===== src/design/pfs_pkg.sv =====
package pfs_pkg;

	// ****************************************
	// Register map
	// ****************************************
	localparam int ADDR_W = 4;
	localparam int DATA_W = 16;
	localparam logic [3:0] OFF_PWR = 4'h0;
	localparam logic [3:0] OFF_CLK = 4'h1;
	localparam logic [3:0] OFF_WAKE = 4'h2;
	localparam logic [3:0] OFF_STAT = 4'h3;

	// ****************************************
	// Field positions
	// ****************************************
	localparam int PWR_MON_OFF_BIT = 0;
	localparam int PWR_LVL_LSB = 1;
	localparam int PWR_INTV_LSB = 3;
	localparam int PWR_STOP_BIT = 5;
	localparam int CLK_IE_BIT = 0;
	localparam int CLK_FLAG_BIT = 1;

	// ****************************************
	// Reset values
	// ****************************************
	localparam logic MON_OFF_RST = 1'b1;
	localparam logic [1:0] LVL_RST = 2'h0;
	localparam logic [1:0] INTV_RST = 2'h0;
	localparam logic [15:0] WAKE_RST = 16'h0000;

	// ****************************************
	// Timing
	// ****************************************
	localparam int CLK_PERIOD_NS = 100;
	localparam int WARN_QUALIFY_NS = 10000;
	localparam int WARN_QUALIFY_CYC = (WARN_QUALIFY_NS + CLK_PERIOD_NS - 1) / CLK_PERIOD_NS;
	localparam int XTAL_WARMUP_NS = 200000;
	localparam int XTAL_WARMUP_CYC = (XTAL_WARMUP_NS + CLK_PERIOD_NS - 1) / CLK_PERIOD_NS;
	localparam int EXT_RELEASE_CYC = 4;
	localparam int SAMPLE_TICKS = 2;
	localparam int CONFIRM_TICKS = 1;
	localparam int INTV_BASE_EXP = 10;

	// ****************************************
	// States
	// ****************************************
	typedef enum logic [3:0] {
		PFS_POR_HOLD,
		PFS_WARMUP,
		PFS_RUN,
		PFS_STOP,
		PFS_WAKE,
		PFS_PF_SLEEP,
		PFS_PF_SAMPLE,
		PFS_PF_CONFIRM,
		PFS_EXT_RST
	} pfs_state_e;

endpackage : pfs_pkg


===== src/design/pfs_supervisor.sv =====
`timescale 1ns/1ns

module pfs_supervisor (
	input wire logic clk,
	input wire logic rstn,
	input wire logic ce,
	input wire logic [pfs_pkg::ADDR_W-1:0] addr,
	input wire logic [pfs_pkg::DATA_W-1:0] wdata,
	input wire logic wr,
	input wire logic rd,
	output logic [pfs_pkg::DATA_W-1:0] rdata,
	input wire logic bus_above_3v0,
	input wire logic bus_above_batt,
	input wire logic batt_present,
	input wire logic below_warn,
	input wire logic below_reset,
	input wire logic below_por,
	input wire logic ext_irq,
	input wire logic ext_reset_n,
	input wire logic wdt_reset,
	input wire logic ring_osc,
	output logic supply_from_bus,
	output logic [1:0] warn_level_sel,
	output logic monitor_en,
	output logic regulator_en,
	output logic xtal_en,
	output logic cpu_clk_en,
	output logic cpu_reset_n,
	output logic start_rom,
	output logic stop_wake,
	output logic warn_irq
);

	// ****************************************
	// Declarations
	// ****************************************
	pfs_pkg::pfs_state_e state_q;
	pfs_pkg::pfs_state_e state_d;
	logic ring_s1_q;
	logic ring_s2_q;
	logic ring_s3_q;
	logic ring_tick;
	logic [15:0] cyc_cnt_q;
	logic [15:0] ring_cnt_q;
	logic [15:0] warn_cnt_q;
	logic mon_off_q;
	logic [1:0] lvl_q;
	logic [1:0] intv_q;
	logic [15:0] wake_q;
	logic ie_q;
	logic flag_q;
	logic sup_bus_q;
	logic mon_on;
	logic suppress;
	logic pf_rst_ev;
	logic warn_cond;
	logic warn_set;
	logic wake_exit_warn;
	logic stop_req;
	logic ext_rst;
	logic warm_done;
	logic timer_exp;
	logic wake_ev;
	logic period_done;
	logic flag_clr;

	function automatic logic hit(input logic [pfs_pkg::ADDR_W-1:0] a, input logic [pfs_pkg::ADDR_W-1:0] off);
		hit = (a == off);
	endfunction : hit

	function automatic logic [15:0] period_ticks(input logic [1:0] intv);
		if (intv == 2'h0) begin
			period_ticks = 16'h0000;
		end else begin
			period_ticks = 16'h0001 << (pfs_pkg::INTV_BASE_EXP + int'(intv));
		end
	endfunction : period_ticks

	// ****************************************
	// Ring oscillator synchronizer
	// ****************************************
	always_ff @(posedge clk or negedge rstn) begin
		if (!rstn) begin
			ring_s1_q <= 1'b0;
			ring_s2_q <= 1'b0;
			ring_s3_q <= 1'b0;
		end else if (ce) begin
			ring_s1_q <= ring_osc;
			ring_s2_q <= ring_s1_q;
			ring_s3_q <= ring_s2_q;
		end
	end

	assign ring_tick = ring_s2_q & ~ring_s3_q;

	// ****************************************
	// Event decode
	// ****************************************
	assign mon_on = (state_q != pfs_pkg::PFS_PF_SLEEP) && (state_q != pfs_pkg::PFS_POR_HOLD)
		&& !((state_q == pfs_pkg::PFS_STOP) && mon_off_q);
	assign suppress = sup_bus_q & batt_present;
	assign pf_rst_ev = mon_on & below_reset & ~suppress;
	assign warn_cond = mon_on & below_warn & ~below_reset & ~suppress
		& ((state_q == pfs_pkg::PFS_RUN) || (state_q == pfs_pkg::PFS_STOP));
	assign warn_set = warn_cond && (warn_cnt_q == 16'(pfs_pkg::WARN_QUALIFY_CYC - 1));
	assign stop_req = wr && hit(addr, pfs_pkg::OFF_PWR) && wdata[pfs_pkg::PWR_STOP_BIT];
	assign ext_rst = ~ext_reset_n | wdt_reset;
	assign warm_done = (cyc_cnt_q >= 16'(pfs_pkg::XTAL_WARMUP_CYC - 1));
	assign timer_exp = (wake_q != 16'h0000) && (ring_cnt_q >= wake_q);
	assign wake_ev = ext_irq | warn_set | timer_exp;
	assign period_done = (ring_cnt_q >= period_ticks(intv_q));
	assign wake_exit_warn = (state_q == pfs_pkg::PFS_WAKE) && warm_done && below_warn
		&& !below_reset && !suppress;
	assign flag_clr = wr && hit(addr, pfs_pkg::OFF_CLK) && wdata[pfs_pkg::CLK_FLAG_BIT];

	// ****************************************
	// Sequencer
	// ****************************************
	always_comb begin
		state_d = state_q;
		if (below_por) begin
			state_d = pfs_pkg::PFS_POR_HOLD;
		end else begin
			unique case (state_q)
				pfs_pkg::PFS_POR_HOLD: begin
					state_d = pfs_pkg::PFS_WARMUP;
				end
				pfs_pkg::PFS_WARMUP: begin
					if (warm_done) begin
						state_d = below_reset ? pfs_pkg::PFS_PF_SLEEP : pfs_pkg::PFS_RUN;
					end
				end
				pfs_pkg::PFS_RUN: begin
					if (ext_rst) begin
						state_d = pfs_pkg::PFS_EXT_RST;
					end else if (pf_rst_ev) begin
						state_d = pfs_pkg::PFS_PF_SLEEP;
					end else if (stop_req) begin
						state_d = pfs_pkg::PFS_STOP;
					end
				end
				pfs_pkg::PFS_STOP: begin
					if (ext_rst) begin
						state_d = pfs_pkg::PFS_EXT_RST;
					end else if (pf_rst_ev) begin
						state_d = pfs_pkg::PFS_PF_SLEEP;
					end else if (wake_ev) begin
						state_d = pfs_pkg::PFS_WAKE;
					end
				end
				pfs_pkg::PFS_WAKE: begin
					if (warm_done) begin
						state_d = below_reset && !suppress ? pfs_pkg::PFS_PF_SLEEP : pfs_pkg::PFS_RUN;
					end
				end
				pfs_pkg::PFS_PF_SLEEP: begin
					if (period_done) begin
						state_d = pfs_pkg::PFS_PF_SAMPLE;
					end
				end
				pfs_pkg::PFS_PF_SAMPLE: begin
					if (below_reset && monitor_en) begin
						state_d = pfs_pkg::PFS_PF_SLEEP;
					end else if (ring_tick && ring_cnt_q == 16'(pfs_pkg::SAMPLE_TICKS - 1)) begin
						state_d = pfs_pkg::PFS_PF_CONFIRM;
					end
				end
				pfs_pkg::PFS_PF_CONFIRM: begin
					if (below_reset && monitor_en) begin
						state_d = pfs_pkg::PFS_PF_SLEEP;
					end else if (ring_tick && ring_cnt_q == 16'(pfs_pkg::CONFIRM_TICKS - 1)) begin
						state_d = pfs_pkg::PFS_WARMUP;
					end
				end
				pfs_pkg::PFS_EXT_RST: begin
					if (!ext_rst && cyc_cnt_q >= 16'(pfs_pkg::EXT_RELEASE_CYC - 1)) begin
						state_d = pfs_pkg::PFS_RUN;
					end
				end
			endcase
		end
	end

	always_ff @(posedge clk or negedge rstn) begin
		if (!rstn) begin
			state_q <= pfs_pkg::PFS_POR_HOLD;
		end else if (ce) begin
			state_q <= state_d;
		end
	end

	// ****************************************
	// Counters
	// ****************************************
	always_ff @(posedge clk or negedge rstn) begin
		if (!rstn) begin
			cyc_cnt_q <= 16'h0000;
		end else if (ce) begin
			if (state_d != state_q || (state_q == pfs_pkg::PFS_EXT_RST && ext_rst)) begin
				cyc_cnt_q <= 16'h0000;
			end else if (cyc_cnt_q != 16'hFFFF) begin
				cyc_cnt_q <= cyc_cnt_q + 16'h0001;
			end
		end
	end

	always_ff @(posedge clk or negedge rstn) begin
		if (!rstn) begin
			ring_cnt_q <= 16'h0000;
		end else if (ce) begin
			if (state_d != state_q) begin
				ring_cnt_q <= 16'h0000;
			end else if (ring_tick && ring_cnt_q != 16'hFFFF) begin
				ring_cnt_q <= ring_cnt_q + 16'h0001;
			end
		end
	end

	always_ff @(posedge clk or negedge rstn) begin
		if (!rstn) begin
			warn_cnt_q <= 16'h0000;
		end else if (ce) begin
			if (!warn_cond) begin
				warn_cnt_q <= 16'h0000;
			end else if (!warn_set) begin
				warn_cnt_q <= warn_cnt_q + 16'h0001;
			end
		end
	end

	// ****************************************
	// Registers
	// ****************************************
	always_ff @(posedge clk or negedge rstn) begin
		if (!rstn) begin
			lvl_q <= pfs_pkg::LVL_RST;
		end else if (ce) begin
			if (below_por) begin
				lvl_q <= pfs_pkg::LVL_RST;
			end else if (wr && hit(addr, pfs_pkg::OFF_PWR)) begin
				lvl_q <= wdata[pfs_pkg::PWR_LVL_LSB +: 2];
			end
		end
	end

	always_ff @(posedge clk or negedge rstn) begin
		if (!rstn) begin
			mon_off_q <= pfs_pkg::MON_OFF_RST;
			intv_q <= pfs_pkg::INTV_RST;
			wake_q <= pfs_pkg::WAKE_RST;
			ie_q <= 1'b0;
		end else if (ce && wr) begin
			if (hit(addr, pfs_pkg::OFF_PWR)) begin
				mon_off_q <= wdata[pfs_pkg::PWR_MON_OFF_BIT];
				intv_q <= wdata[pfs_pkg::PWR_INTV_LSB +: 2];
			end
			if (hit(addr, pfs_pkg::OFF_CLK)) begin
				ie_q <= wdata[pfs_pkg::CLK_IE_BIT];
			end
			if (hit(addr, pfs_pkg::OFF_WAKE)) begin
				wake_q <= wdata[15:0];
			end
		end
	end

	always_ff @(posedge clk or negedge rstn) begin
		if (!rstn) begin
			flag_q <= 1'b0;
		end else if (ce) begin
			if (warn_set || wake_exit_warn) begin
				flag_q <= 1'b1;
			end else if (flag_clr) begin
				flag_q <= 1'b0;
			end
		end
	end

	always_ff @(posedge clk or negedge rstn) begin
		if (!rstn) begin
			rdata <= '0;
		end else if (ce) begin
			rdata <= '0;
			if (rd) begin
				unique case (addr)
					pfs_pkg::OFF_PWR: rdata <= {10'h000, 1'b0, intv_q, lvl_q, mon_off_q};
					pfs_pkg::OFF_CLK: rdata <= {14'h0000, flag_q, ie_q};
					pfs_pkg::OFF_WAKE: rdata <= wake_q;
					pfs_pkg::OFF_STAT: rdata <= {11'h000, sup_bus_q, 4'(state_q)};
					default: rdata <= '0;
				endcase
			end
		end
	end

	// ****************************************
	// Outputs
	// ****************************************
	always_ff @(posedge clk or negedge rstn) begin
		if (!rstn) begin
			sup_bus_q <= 1'b0;
			warn_level_sel <= pfs_pkg::LVL_RST;
			monitor_en <= 1'b0;
			regulator_en <= 1'b0;
			xtal_en <= 1'b0;
			cpu_clk_en <= 1'b0;
			cpu_reset_n <= 1'b0;
			start_rom <= 1'b0;
			stop_wake <= 1'b0;
			warn_irq <= 1'b0;
		end else if (ce) begin
			sup_bus_q <= bus_above_3v0 | bus_above_batt;
			warn_level_sel <= lvl_q;
			monitor_en <= mon_on;
			regulator_en <= state_q != pfs_pkg::PFS_STOP && state_q != pfs_pkg::PFS_PF_SLEEP
				&& state_q != pfs_pkg::PFS_PF_SAMPLE && state_q != pfs_pkg::PFS_PF_CONFIRM
				&& state_q != pfs_pkg::PFS_POR_HOLD;
			xtal_en <= state_q != pfs_pkg::PFS_STOP && state_q != pfs_pkg::PFS_PF_SLEEP
				&& state_q != pfs_pkg::PFS_PF_SAMPLE && state_q != pfs_pkg::PFS_PF_CONFIRM
				&& state_q != pfs_pkg::PFS_POR_HOLD;
			cpu_clk_en <= (state_q == pfs_pkg::PFS_RUN);
			cpu_reset_n <= (state_q == pfs_pkg::PFS_RUN) || (state_q == pfs_pkg::PFS_STOP)
				|| (state_q == pfs_pkg::PFS_WAKE);
			start_rom <= (state_q == pfs_pkg::PFS_WARMUP) && (state_d == pfs_pkg::PFS_RUN);
			stop_wake <= (state_q == pfs_pkg::PFS_STOP) && (state_d == pfs_pkg::PFS_WAKE);
			warn_irq <= flag_q & ie_q;
		end
	end

	assign supply_from_bus = sup_bus_q;

	// ****************************************
	// Assertions
	// ****************************************
	a_supply_select: assert property (@(posedge clk) disable iff (!rstn || !ce)
		1'b1 |=> sup_bus_q == $past(bus_above_3v0 || bus_above_batt))
		else $error("switched supply selection wrong");
	a_irq_follow: assert property (@(posedge clk) disable iff (!rstn || !ce)
		1'b1 |=> warn_irq == $past(flag_q && ie_q))
		else $error("warning irq does not follow flag and enable");
	a_bus_suppress: assert property (@(posedge clk) disable iff (!rstn || !ce)
		(suppress && !below_por && (state_q == pfs_pkg::PFS_RUN || state_q == pfs_pkg::PFS_STOP))
		|=> !$rose(flag_q) && state_q != pfs_pkg::PFS_PF_SLEEP)
		else $error("power-fail event while on bus with battery");
	a_stop_mon_off: assert property (@(posedge clk) disable iff (!rstn || !ce)
		(state_q == pfs_pkg::PFS_STOP && mon_off_q) |=> !monitor_en)
		else $error("monitor running in stop with monitor-off set");
	a_wake_mon_on: assert property (@(posedge clk) disable iff (!rstn || !ce)
		(state_q == pfs_pkg::PFS_WAKE) |=> monitor_en && !cpu_clk_en)
		else $error("monitor not enabled before stop exit");
	a_level_keep: assert property (@(posedge clk) disable iff (!rstn || !ce)
		(!(wr && hit(addr, pfs_pkg::OFF_PWR)) && !below_por) |=> $stable(lvl_q))
		else $error("level select changed without a write");
	a_por_hold: assert property (@(posedge clk) disable iff (!rstn || !ce)
		below_por ##1 1'b1 |=> !cpu_reset_n && !cpu_clk_en)
		else $error("cpu not held in reset below power-on level");
	a_ext_release: assert property (@(posedge clk) disable iff (!rstn || !ce)
		(state_q == pfs_pkg::PFS_EXT_RST && $fell(ext_rst) && !below_por) |-> ##[1:20] cpu_reset_n)
		else $error("cpu reset not released after external reset");
	a_stop_gates: assert property (@(posedge clk) disable iff (!rstn || !ce)
		(state_q == pfs_pkg::PFS_STOP) |=> !cpu_clk_en && !regulator_en && !xtal_en)
		else $error("stop mode did not gate clock and supplies");

endmodule : pfs_supervisor


===== config.mk =====
export PLATFORM = sky130hd
export DESIGN_NAME = pfs_supervisor
export DESIGN_NICKNAME = d
export VERILOG_FILES = /design/src/design/pfs_pkg.sv /design/src/design/pfs_supervisor.sv
export SDC_FILE = /design/constraint.sdc
export NUM_CORES = 1
export LEC_CHECK = 0
export BUFFER_PORTS_ARGS = -buffer_cell sky130_fd_sc_hd__buf_2
export CAP_MARGIN = 20
export CORE_UTILIZATION = 40
export DETAILED_ROUTE_END_ITERATION = 16
export GPL_ROUTABILITY_DRIVEN = 1
export GPL_TIMING_DRIVEN = 0
export PLACE_DENSITY = 0.54
export SYNTH_ARGS = -nofsm -noshare
export SYNTH_HDL_FRONTEND = slang
export SYNTH_SLANG_ARGS = --single-unit

===== constraint.sdc =====
create_clock -name clk -period 3.8 [get_ports clk]
set_clock_uncertainty 0.2 [all_clocks]
set_input_delay 0.38 -clock clk [delete_from_list [all_inputs] [get_ports clk]]
set_output_delay 0.38 -clock clk [all_outputs]
set_load 0.01 [all_outputs]

# Word-level counts from Yosys, hierarchy flattened
# Cells that the tools add are included.
[classes]
add_sub_neg = 4
order_cmp = 4
n_eq_ne = 23
n_shift = 1
mux = 31
bitwise = 17
reduce_logical = 53
[op_table]
columns = ["operator", "n"]
rows = [
  ["two-way mux 16 bit", 8],
  ["case mux 16 bit (4 select lines)", 1],
  ["two-way mux 4 bit", 15],
  ["adder 16 x 1 -> 16 bit (second input constant)", 3],
  ["case mux 4 bit (9 select lines)", 1],
  [">= comparator 16 bit", 2],
  ["!= test 16 bit (second input constant)", 2],
  ["logical AND 1 bit", 27],
  ["== test 4 x 2 -> 1 bit (second input constant)", 5],
  ["== test 4 x 3 -> 1 bit (second input constant)", 5],
  ["== test 16 x 1 -> 1 bit (second input constant)", 1],
  ["== test 16 x 7 -> 1 bit (second input constant)", 1],
  [">= comparator 16 x 11 -> 1 bit (second input constant)", 1],
  [">= comparator 16 x 2 -> 1 bit (second input constant)", 1],
  ["logical NOT 16 bit", 1],
  ["AND reduction 2 bit", 8],
  ["nonzero test 16 bit", 1],
  ["<< shifter 1 x 5 -> 16 bit (first input constant)", 1],
  ["!= test 4 x 3 -> 1 bit (second input constant)", 3],
  ["bitwise AND 1 bit", 9],
  ["== test 4 x 1 -> 1 bit (second input constant)", 2],
  ["logical NOT 4 bit", 2],
  ["nonzero test 2 bit", 4],
  ["two-way mux 3 bit", 2],
  ["13 further kinds", 27],
]
[totals]
register_bits = 104
input_bits = 35
out_inout_bits = 27
word_cells = 156

# Depth between registers and ports, before layout
[logic_depth]
ltp_word = 20
depth_mapped = 13
depth_no_buf = 11

# Worst setup path before layout
# Ideal clock, no wire load.
[synth_path]
kind = "reg2reg"
startpoint = "register ring_cnt_q[13]"
endpoint = "register ring_cnt_q[14]"
setup_ns = 0.119
t_arrival_ns = 2.983
required_ns = 3.481
setup_slack_ns = 0.498
path_stages_with_launch = 13
n_path_buf = 2
synth_period_minus_slack_ns = 3.302
path_cell_list = "dfrtp_1 ha_1 and4_1 nand2_1 or4_1 a31oi_2 nor4b_1 or3b_1 and3_1 buf_4 buf_6 a32oi_1 a21bo_1"
[synth_between]
elab_chain_cells = 11
elab_cells_between_ends = 26
cone_classes = "add/sub: 1; order compare: 2; eq/ne: 3; mux: 12; bitwise: 1; reduce/logical: 7"
[synth_lines]
columns = ["element", "line_no", "rtl"]
rows = [
  ["start: declaration", "pfs_supervisor.sv:44", "logic [15:0] ring_cnt_q;"],
  ["start signal: assignment", "pfs_supervisor.sv:214", "ring_cnt_q <= ring_cnt_q + 16'h0001;"],
  [">= comparator 16 bit", "pfs_supervisor.sv:109", "assign timer_exp = (wake_q != 16'h0000) && (ring_cnt_q >= wake_q);"],
  ["logical AND 1 bit", "pfs_supervisor.sv:109", ""],
  ["OR 1 bit", "pfs_supervisor.sv:110", "assign wake_ev = ext_irq | warn_set | timer_exp;"],
  ["two-way mux 4 bit", "pfs_supervisor.sv:147", "end else if (wake_ev) begin"],
  ["two-way mux 4 bit", "pfs_supervisor.sv:145", "end else if (pf_rst_ev) begin"],
  ["two-way mux 4 bit", "pfs_supervisor.sv:143", "if (ext_rst) begin"],
  ["case mux 4 bit (9 select lines)", "pfs_supervisor.sv:124", "unique case (state_q)"],
  ["two-way mux 4 bit", "pfs_supervisor.sv:121", "if (below_por) begin"],
  ["!= test 4 bit", "pfs_supervisor.sv:211", "if (state_d != state_q) begin"],
  ["nonzero test 2 bit (no line)", "n/a", ""],
  ["AND reduction 2 bit (no line)", "n/a", ""],
]
# Parallel ways exist; a longest one is shown, timed or not. The select of a mux whose other input is x is not followed.
# A chain may end at the register's enable or synchronous reset.

# Final worst setup path
[layout_path]
startpoint = "register ring_cnt_q[14]"
endpoint = "register cyc_cnt_q[1]"
[layout_between]
elab_chain_cells = 12
elab_cells_between_ends = 23
cone_classes = "order compare: 2; eq/ne: 2; mux: 11; bitwise: 1; reduce/logical: 7"
[layout_lines]
columns = ["element", "line_no", "rtl"]
rows = [
  [">= comparator 16 bit", "pfs_supervisor.sv:109", ""],
  ["logical AND 1 bit", "pfs_supervisor.sv:109", ""],
  ["OR 1 bit", "pfs_supervisor.sv:110", ""],
  ["two-way mux 4 bit", "pfs_supervisor.sv:147", ""],
  ["two-way mux 4 bit", "pfs_supervisor.sv:145", ""],
  ["two-way mux 4 bit", "pfs_supervisor.sv:143", ""],
  ["case mux 4 bit (9 select lines) *", "pfs_supervisor.sv:124", ""],
  ["two-way mux 4 bit *", "pfs_supervisor.sv:121", ""],
  ["!= test 4 bit *", "pfs_supervisor.sv:199", "if (state_d != state_q || (state_q == pfs_pkg::PFS_EXT_RST && ext_rst)) begin"],
  ["logical OR 1 bit *", "pfs_supervisor.sv:199", ""],
  ["nonzero test 2 bit (no line)", "n/a", ""],
  ["AND reduction 2 bit (no line)", "n/a", ""],
  ["end signal: assignment", "pfs_supervisor.sv:202", "cyc_cnt_q <= cyc_cnt_q + 16'h0001;"],
  ["end: declaration", "pfs_supervisor.sv:43", "logic [15:0] cyc_cnt_q;"],
]
# Mark *: on every way between the ends. The rest lies on a longest branch, timed or not.

==> run summary <==
At the worst endpoint, the arrival time is 3.69 ns. The top fanout value on the critical path is 8, and the overall die area is 0.0164 mm². Dividing the detail-routed via count by the number of cells gives 5.82. For this design the static power due to leakage is 3.23 nW. The synthesized design contains 0 enable-type register cells. The post-placement cell count is 922, and the number of clock buffers inserted by TritonCTS is 9. The largest single stage delay on the critical path is 0.52 ns. The first-pass detailed-route iteration total was 5; the core utilization of the finished layout was 47.8%.

STA classifies the critical path startpoint as a register. The tools report the number of antenna violations at the first check in global routing as 0. The detailed router placed 5,468 vias in this run.

TritonCTS built the clock tree. The H-tree was split into 3 levels. The total count of hold-check failures in the final report was 0; the final routed wire length divided by cell count was 19.1 µm. The logs give 33.7% for the power share of the clock group and 2 for the maximum buffer depth of the clock tree.

The Yosys step of the flow raised 0 warnings. The tools report the achievable clock frequency as 0.275 GHz. The run finished with clean final reports.

After synthesis, the mean cell area works out to 9.76 µm². The post-route netlist has 21.2% of its cells at a drive strength greater than 1. Summed over all layers, the global routing overflow is 0. The global routing usage summed across all routing layers is 23.0%. Predominant post-synthesis flop cell: dfrtp_1. Traced cell by cell, the critical path runs through ha_1, and4_1, nand2_1, or4_1, a31oi_4, nor4b_4, or3b_1, and3_1, buf_4, and3_1, a32o_1. For the worst IR drop on VDD, the log shows 222 µV.

Ranked by total cell area, the synthesized netlist is headed by dfrtp_1 (41%), ha_1 (4.9%), mux2_2 (4.6%). The number of failing setup endpoints in the final timing report is 0. The tools report the sequential cell area as 0.00261 mm². By instance count, the cell type seen most on the critical path is and3_1. Height of the die: 128 µm. The share of total power dissipated in sequential elements is 44.5%.

Total power after layout: 3.00 mW. Net switching is 31.3% of the power. The number of antenna diodes in the final layout is 0. Setup repair after global routing left no endpoint under its margin. Summed over all failing endpoints, the final setup total negative slack is 0 ns. Counting every net in the synthesized netlist gives 712. Among cell families on the critical path, the largest total delay comes from simple AND/OR/NAND/NOR gates. At the pin with the least slew margin, the transition time is 0.885 ns. Counting every instance in the synthesized netlist gives 652. The post-route clock period utilization is 95.7%, and the final standard cell count with taps included and fillers excluded is 939. The cell type with the highest aggregate area in the netlist was dfrtp_1. The routed design has 17.9 mm of wire.

The number of pins exceeding their max-slew limit in the final report was 0. The number of remaining DRC errors came out at 0. For the post-CTS repair timing setup buffer count, the log shows 0.

The layout has 1,505 filler cells. The first-pass GRT wire length came out at 29.1 mm. The area of the mapped netlist came out at 0.00636 mm².

The worst setup path category was reg -> reg. Maximum number of pins on one net before global-route repair: 64. Once the floorplan was initialized, standard cells occupied 41.4% of the core. The number of antenna-violating nets in the routed design came out at 0. Clock latency on the worst-skew pair, taken at its later pin, is 0.36 ns. Across the run, the number of max-cap violations was 0. For this run, the post-layout net count is 783. For the internal power contribution, the log shows 2.07 mW. In the final layout, the multi-input gates occupy 0.00351 mm². In this run the worst hold path is classified as in -> reg. The number of DRC violations after detailed-routing iteration 0 was 369. The capturing element type of the critical path was a register. The total number of clock tree sinks is 104, and the power per unit of standard cell area is 409 mW/mm².

The area growth from synthesis to final layout is 15.4%. The cell sitting at the root of the clock tree is a clkbuf_16. The congestion estimate from routability-driven global placement came to 0.881. The I/O pin count is 62, and the share of flip-flops with an asynchronous set or reset after synthesis is 100%.

The number of buffers and inverters on the critical path is 1. The port buffer count is 58, and the area share of the largest cell type after synthesis is 40.5%. For this design, the slowest cell found on the critical path is or4_1. Detailed placement ended at an HPWL of 13.0 mm. The run gives 5,427 as the number of global-route vias before repair. Sequential elements use 40.9% of the synthesized area.

The run gives 45 as the number of rows created at floorplan. The floorplan step set the die width to 128 µm. Clock-pin slew was measured on the worst setup and hold paths at 0.08 ns. The tools report the number of distinct library cells after synthesis as 82. For the worst setup path, the data required time is 3.85 ns. The final period demand of the worst path came out at 3.64 ns. In this run the power spent charging and discharging nets is 0.939 mW. The flip-flop and latch count after synthesis came out at 104. The worst pin sits at a relative slew slack of 40.5%. The placeable core region came out at 0.0154 mm². Per report_power, the combinational group accounts for 21.9% of the total.
[worst register-to-register path, delay by kind of cell (launching register included)]
family / cells / cell delay (ns)
fa+ha+maj: 1 / 0.36
simple gates: 7 / 1.75
compound gates: 2 / 0.55
buf+inv: 1 / 0.16
flops: 1 / 0.51
[through the flow]
stage / area (µm²) / setup slack, ns / hold WS [ns]
after floorplan: 6360 / 0.498 / -0.116
after global placement: 6920 / 0.0343 / 0.272
after detailed placement: 6950 / -0.0460 / 0.210
after CTS: 7280 / 0.0194 / 0.0373
after global routing: 7340 / 0.00203 / 0.0425
final: 7340 / 0.164 / 0.0491
[placed cells by master, fill, tap and decap left out, types with 15 or more instances in the layout]
cell / instances
a21oi_1: 26
a22o_1: 26
and3_1: 15
buf_2: 64
clkbuf_1: 15
dfrtp_1: 102
ha_1: 25
inv_1: 36
mux2_2: 26
nand2_1: 43
nand3_1: 29
nor2_1: 54
nor3_1: 15
o21ai_0: 20
[final timing paths]
kind | start | to | slack, ns | cells after the start
hold / removal | wdata[8] | wake_q[8] | 0.05 | 2
max in group asynchronous | rstn | mon_off_q | 2.27 | 3
setup reg to reg | ring_cnt_q[14] | cyc_cnt_q[1] | 0.16 | 11
hold reg to reg | rdata[2] | rdata[2] | 0.29 | 1
setup / recovery | ring_cnt_q[14] | cyc_cnt_q[1] | 0.16 | 11
min in group asynchronous | rstn | warn_cnt_q[5] | 0.36 | 2
[cells by family after synthesis]
logic type	after synthesis	synth area share, %
other	1	0.0589
adders and majority gates	25	4.92
and+or+nand+nor	249	22.3
muxes	34	6.25
buffers and inverters	70	4.92
AOI/OAI and AO/OA	157	19.0
xor gates and xnor gates	12	1.65
DFF	104	40.9
[state kept, by name (all words and copies together), names as in the netlist]
register and cells:
ring_s2_q 1, xtal_en 1, wake_q 16, ring_cnt_q 16
ring_s3_q 1, supply_from_bus 1, cyc_cnt_q 16, flag_q 1
ie_q 1, mon_off_q 1, cpu_clk_en 1, cpu_reset_n 1
state_q 4, warn_cnt_q 16, warn_level_sel 2, rdata 16
intv_q 2, start_rom 1, warn_irq 1, monitor_en 1
ring_s1_q 1, lvl_q 2, stop_wake 1
[routing by layer]
layer,up-vias,routed length (µm),GRT usage [%]
met5,-,0,0
met4,0,318,7.96
met3,27,628,4.17
met2,119,8350,36.3
met1,2740,8640,31.7
li1,2582,-,-
[Yosys cell counts (5+ instances only)]
cell type  count
nand2b_1       8
a21oi_1       26
mux2_2        26
buf_1          5
nor2_1        54
a22o_1        26
o31ai_1        8
a31oi_1       12
nor4_1        12
o21ai_0       21
nor3_1        15
and4_1         7
nor2b_1       13
xor2_1         7
ha_1          25
dfrtp_1      103
or3_1          5
buf_2          7
and3_1        15
xnor2_1        5
and2_1         5
clkbuf_1      15
nand4_1       13
nand3_1       29
mux2i_1        6
o2bb2ai_1     11
nand2_1       43
inv_1         36
[final cells by class]
cell class	instances	area share, %
Sequential cell	104	35.5
Inverter	36	1.84
Clock buffer	11	3.44
Tap cell	211	3.60
Clock inverter	5	0.920
Timing Repair Buffer	60	4.50
Buffer	34	2.42
Multi-Input combinational cell	478	47.8
[repair_timing]
item / in CTS / in global routing
hold buffers: 1 / 0
setup endpoints to repair: 2 / 26
cloned: 0 / 0
gates resized for setup: 2 / 10
pin swaps: 0 / 1
hold endpoints to repair: 41 / 0
[power groups by stage]
stage,clock [mW],combinational (mW),sequential (mW)
finish,1.01,0.657,1.34
global route,1.08,0.737,1.36
CTS,1.04,0.643,1.33
detailed placement,0,0.640,1.36
global placement,0,0.621,1.35
floorplan,0,0.445,1.32
(Power assumes the default switching activity.)
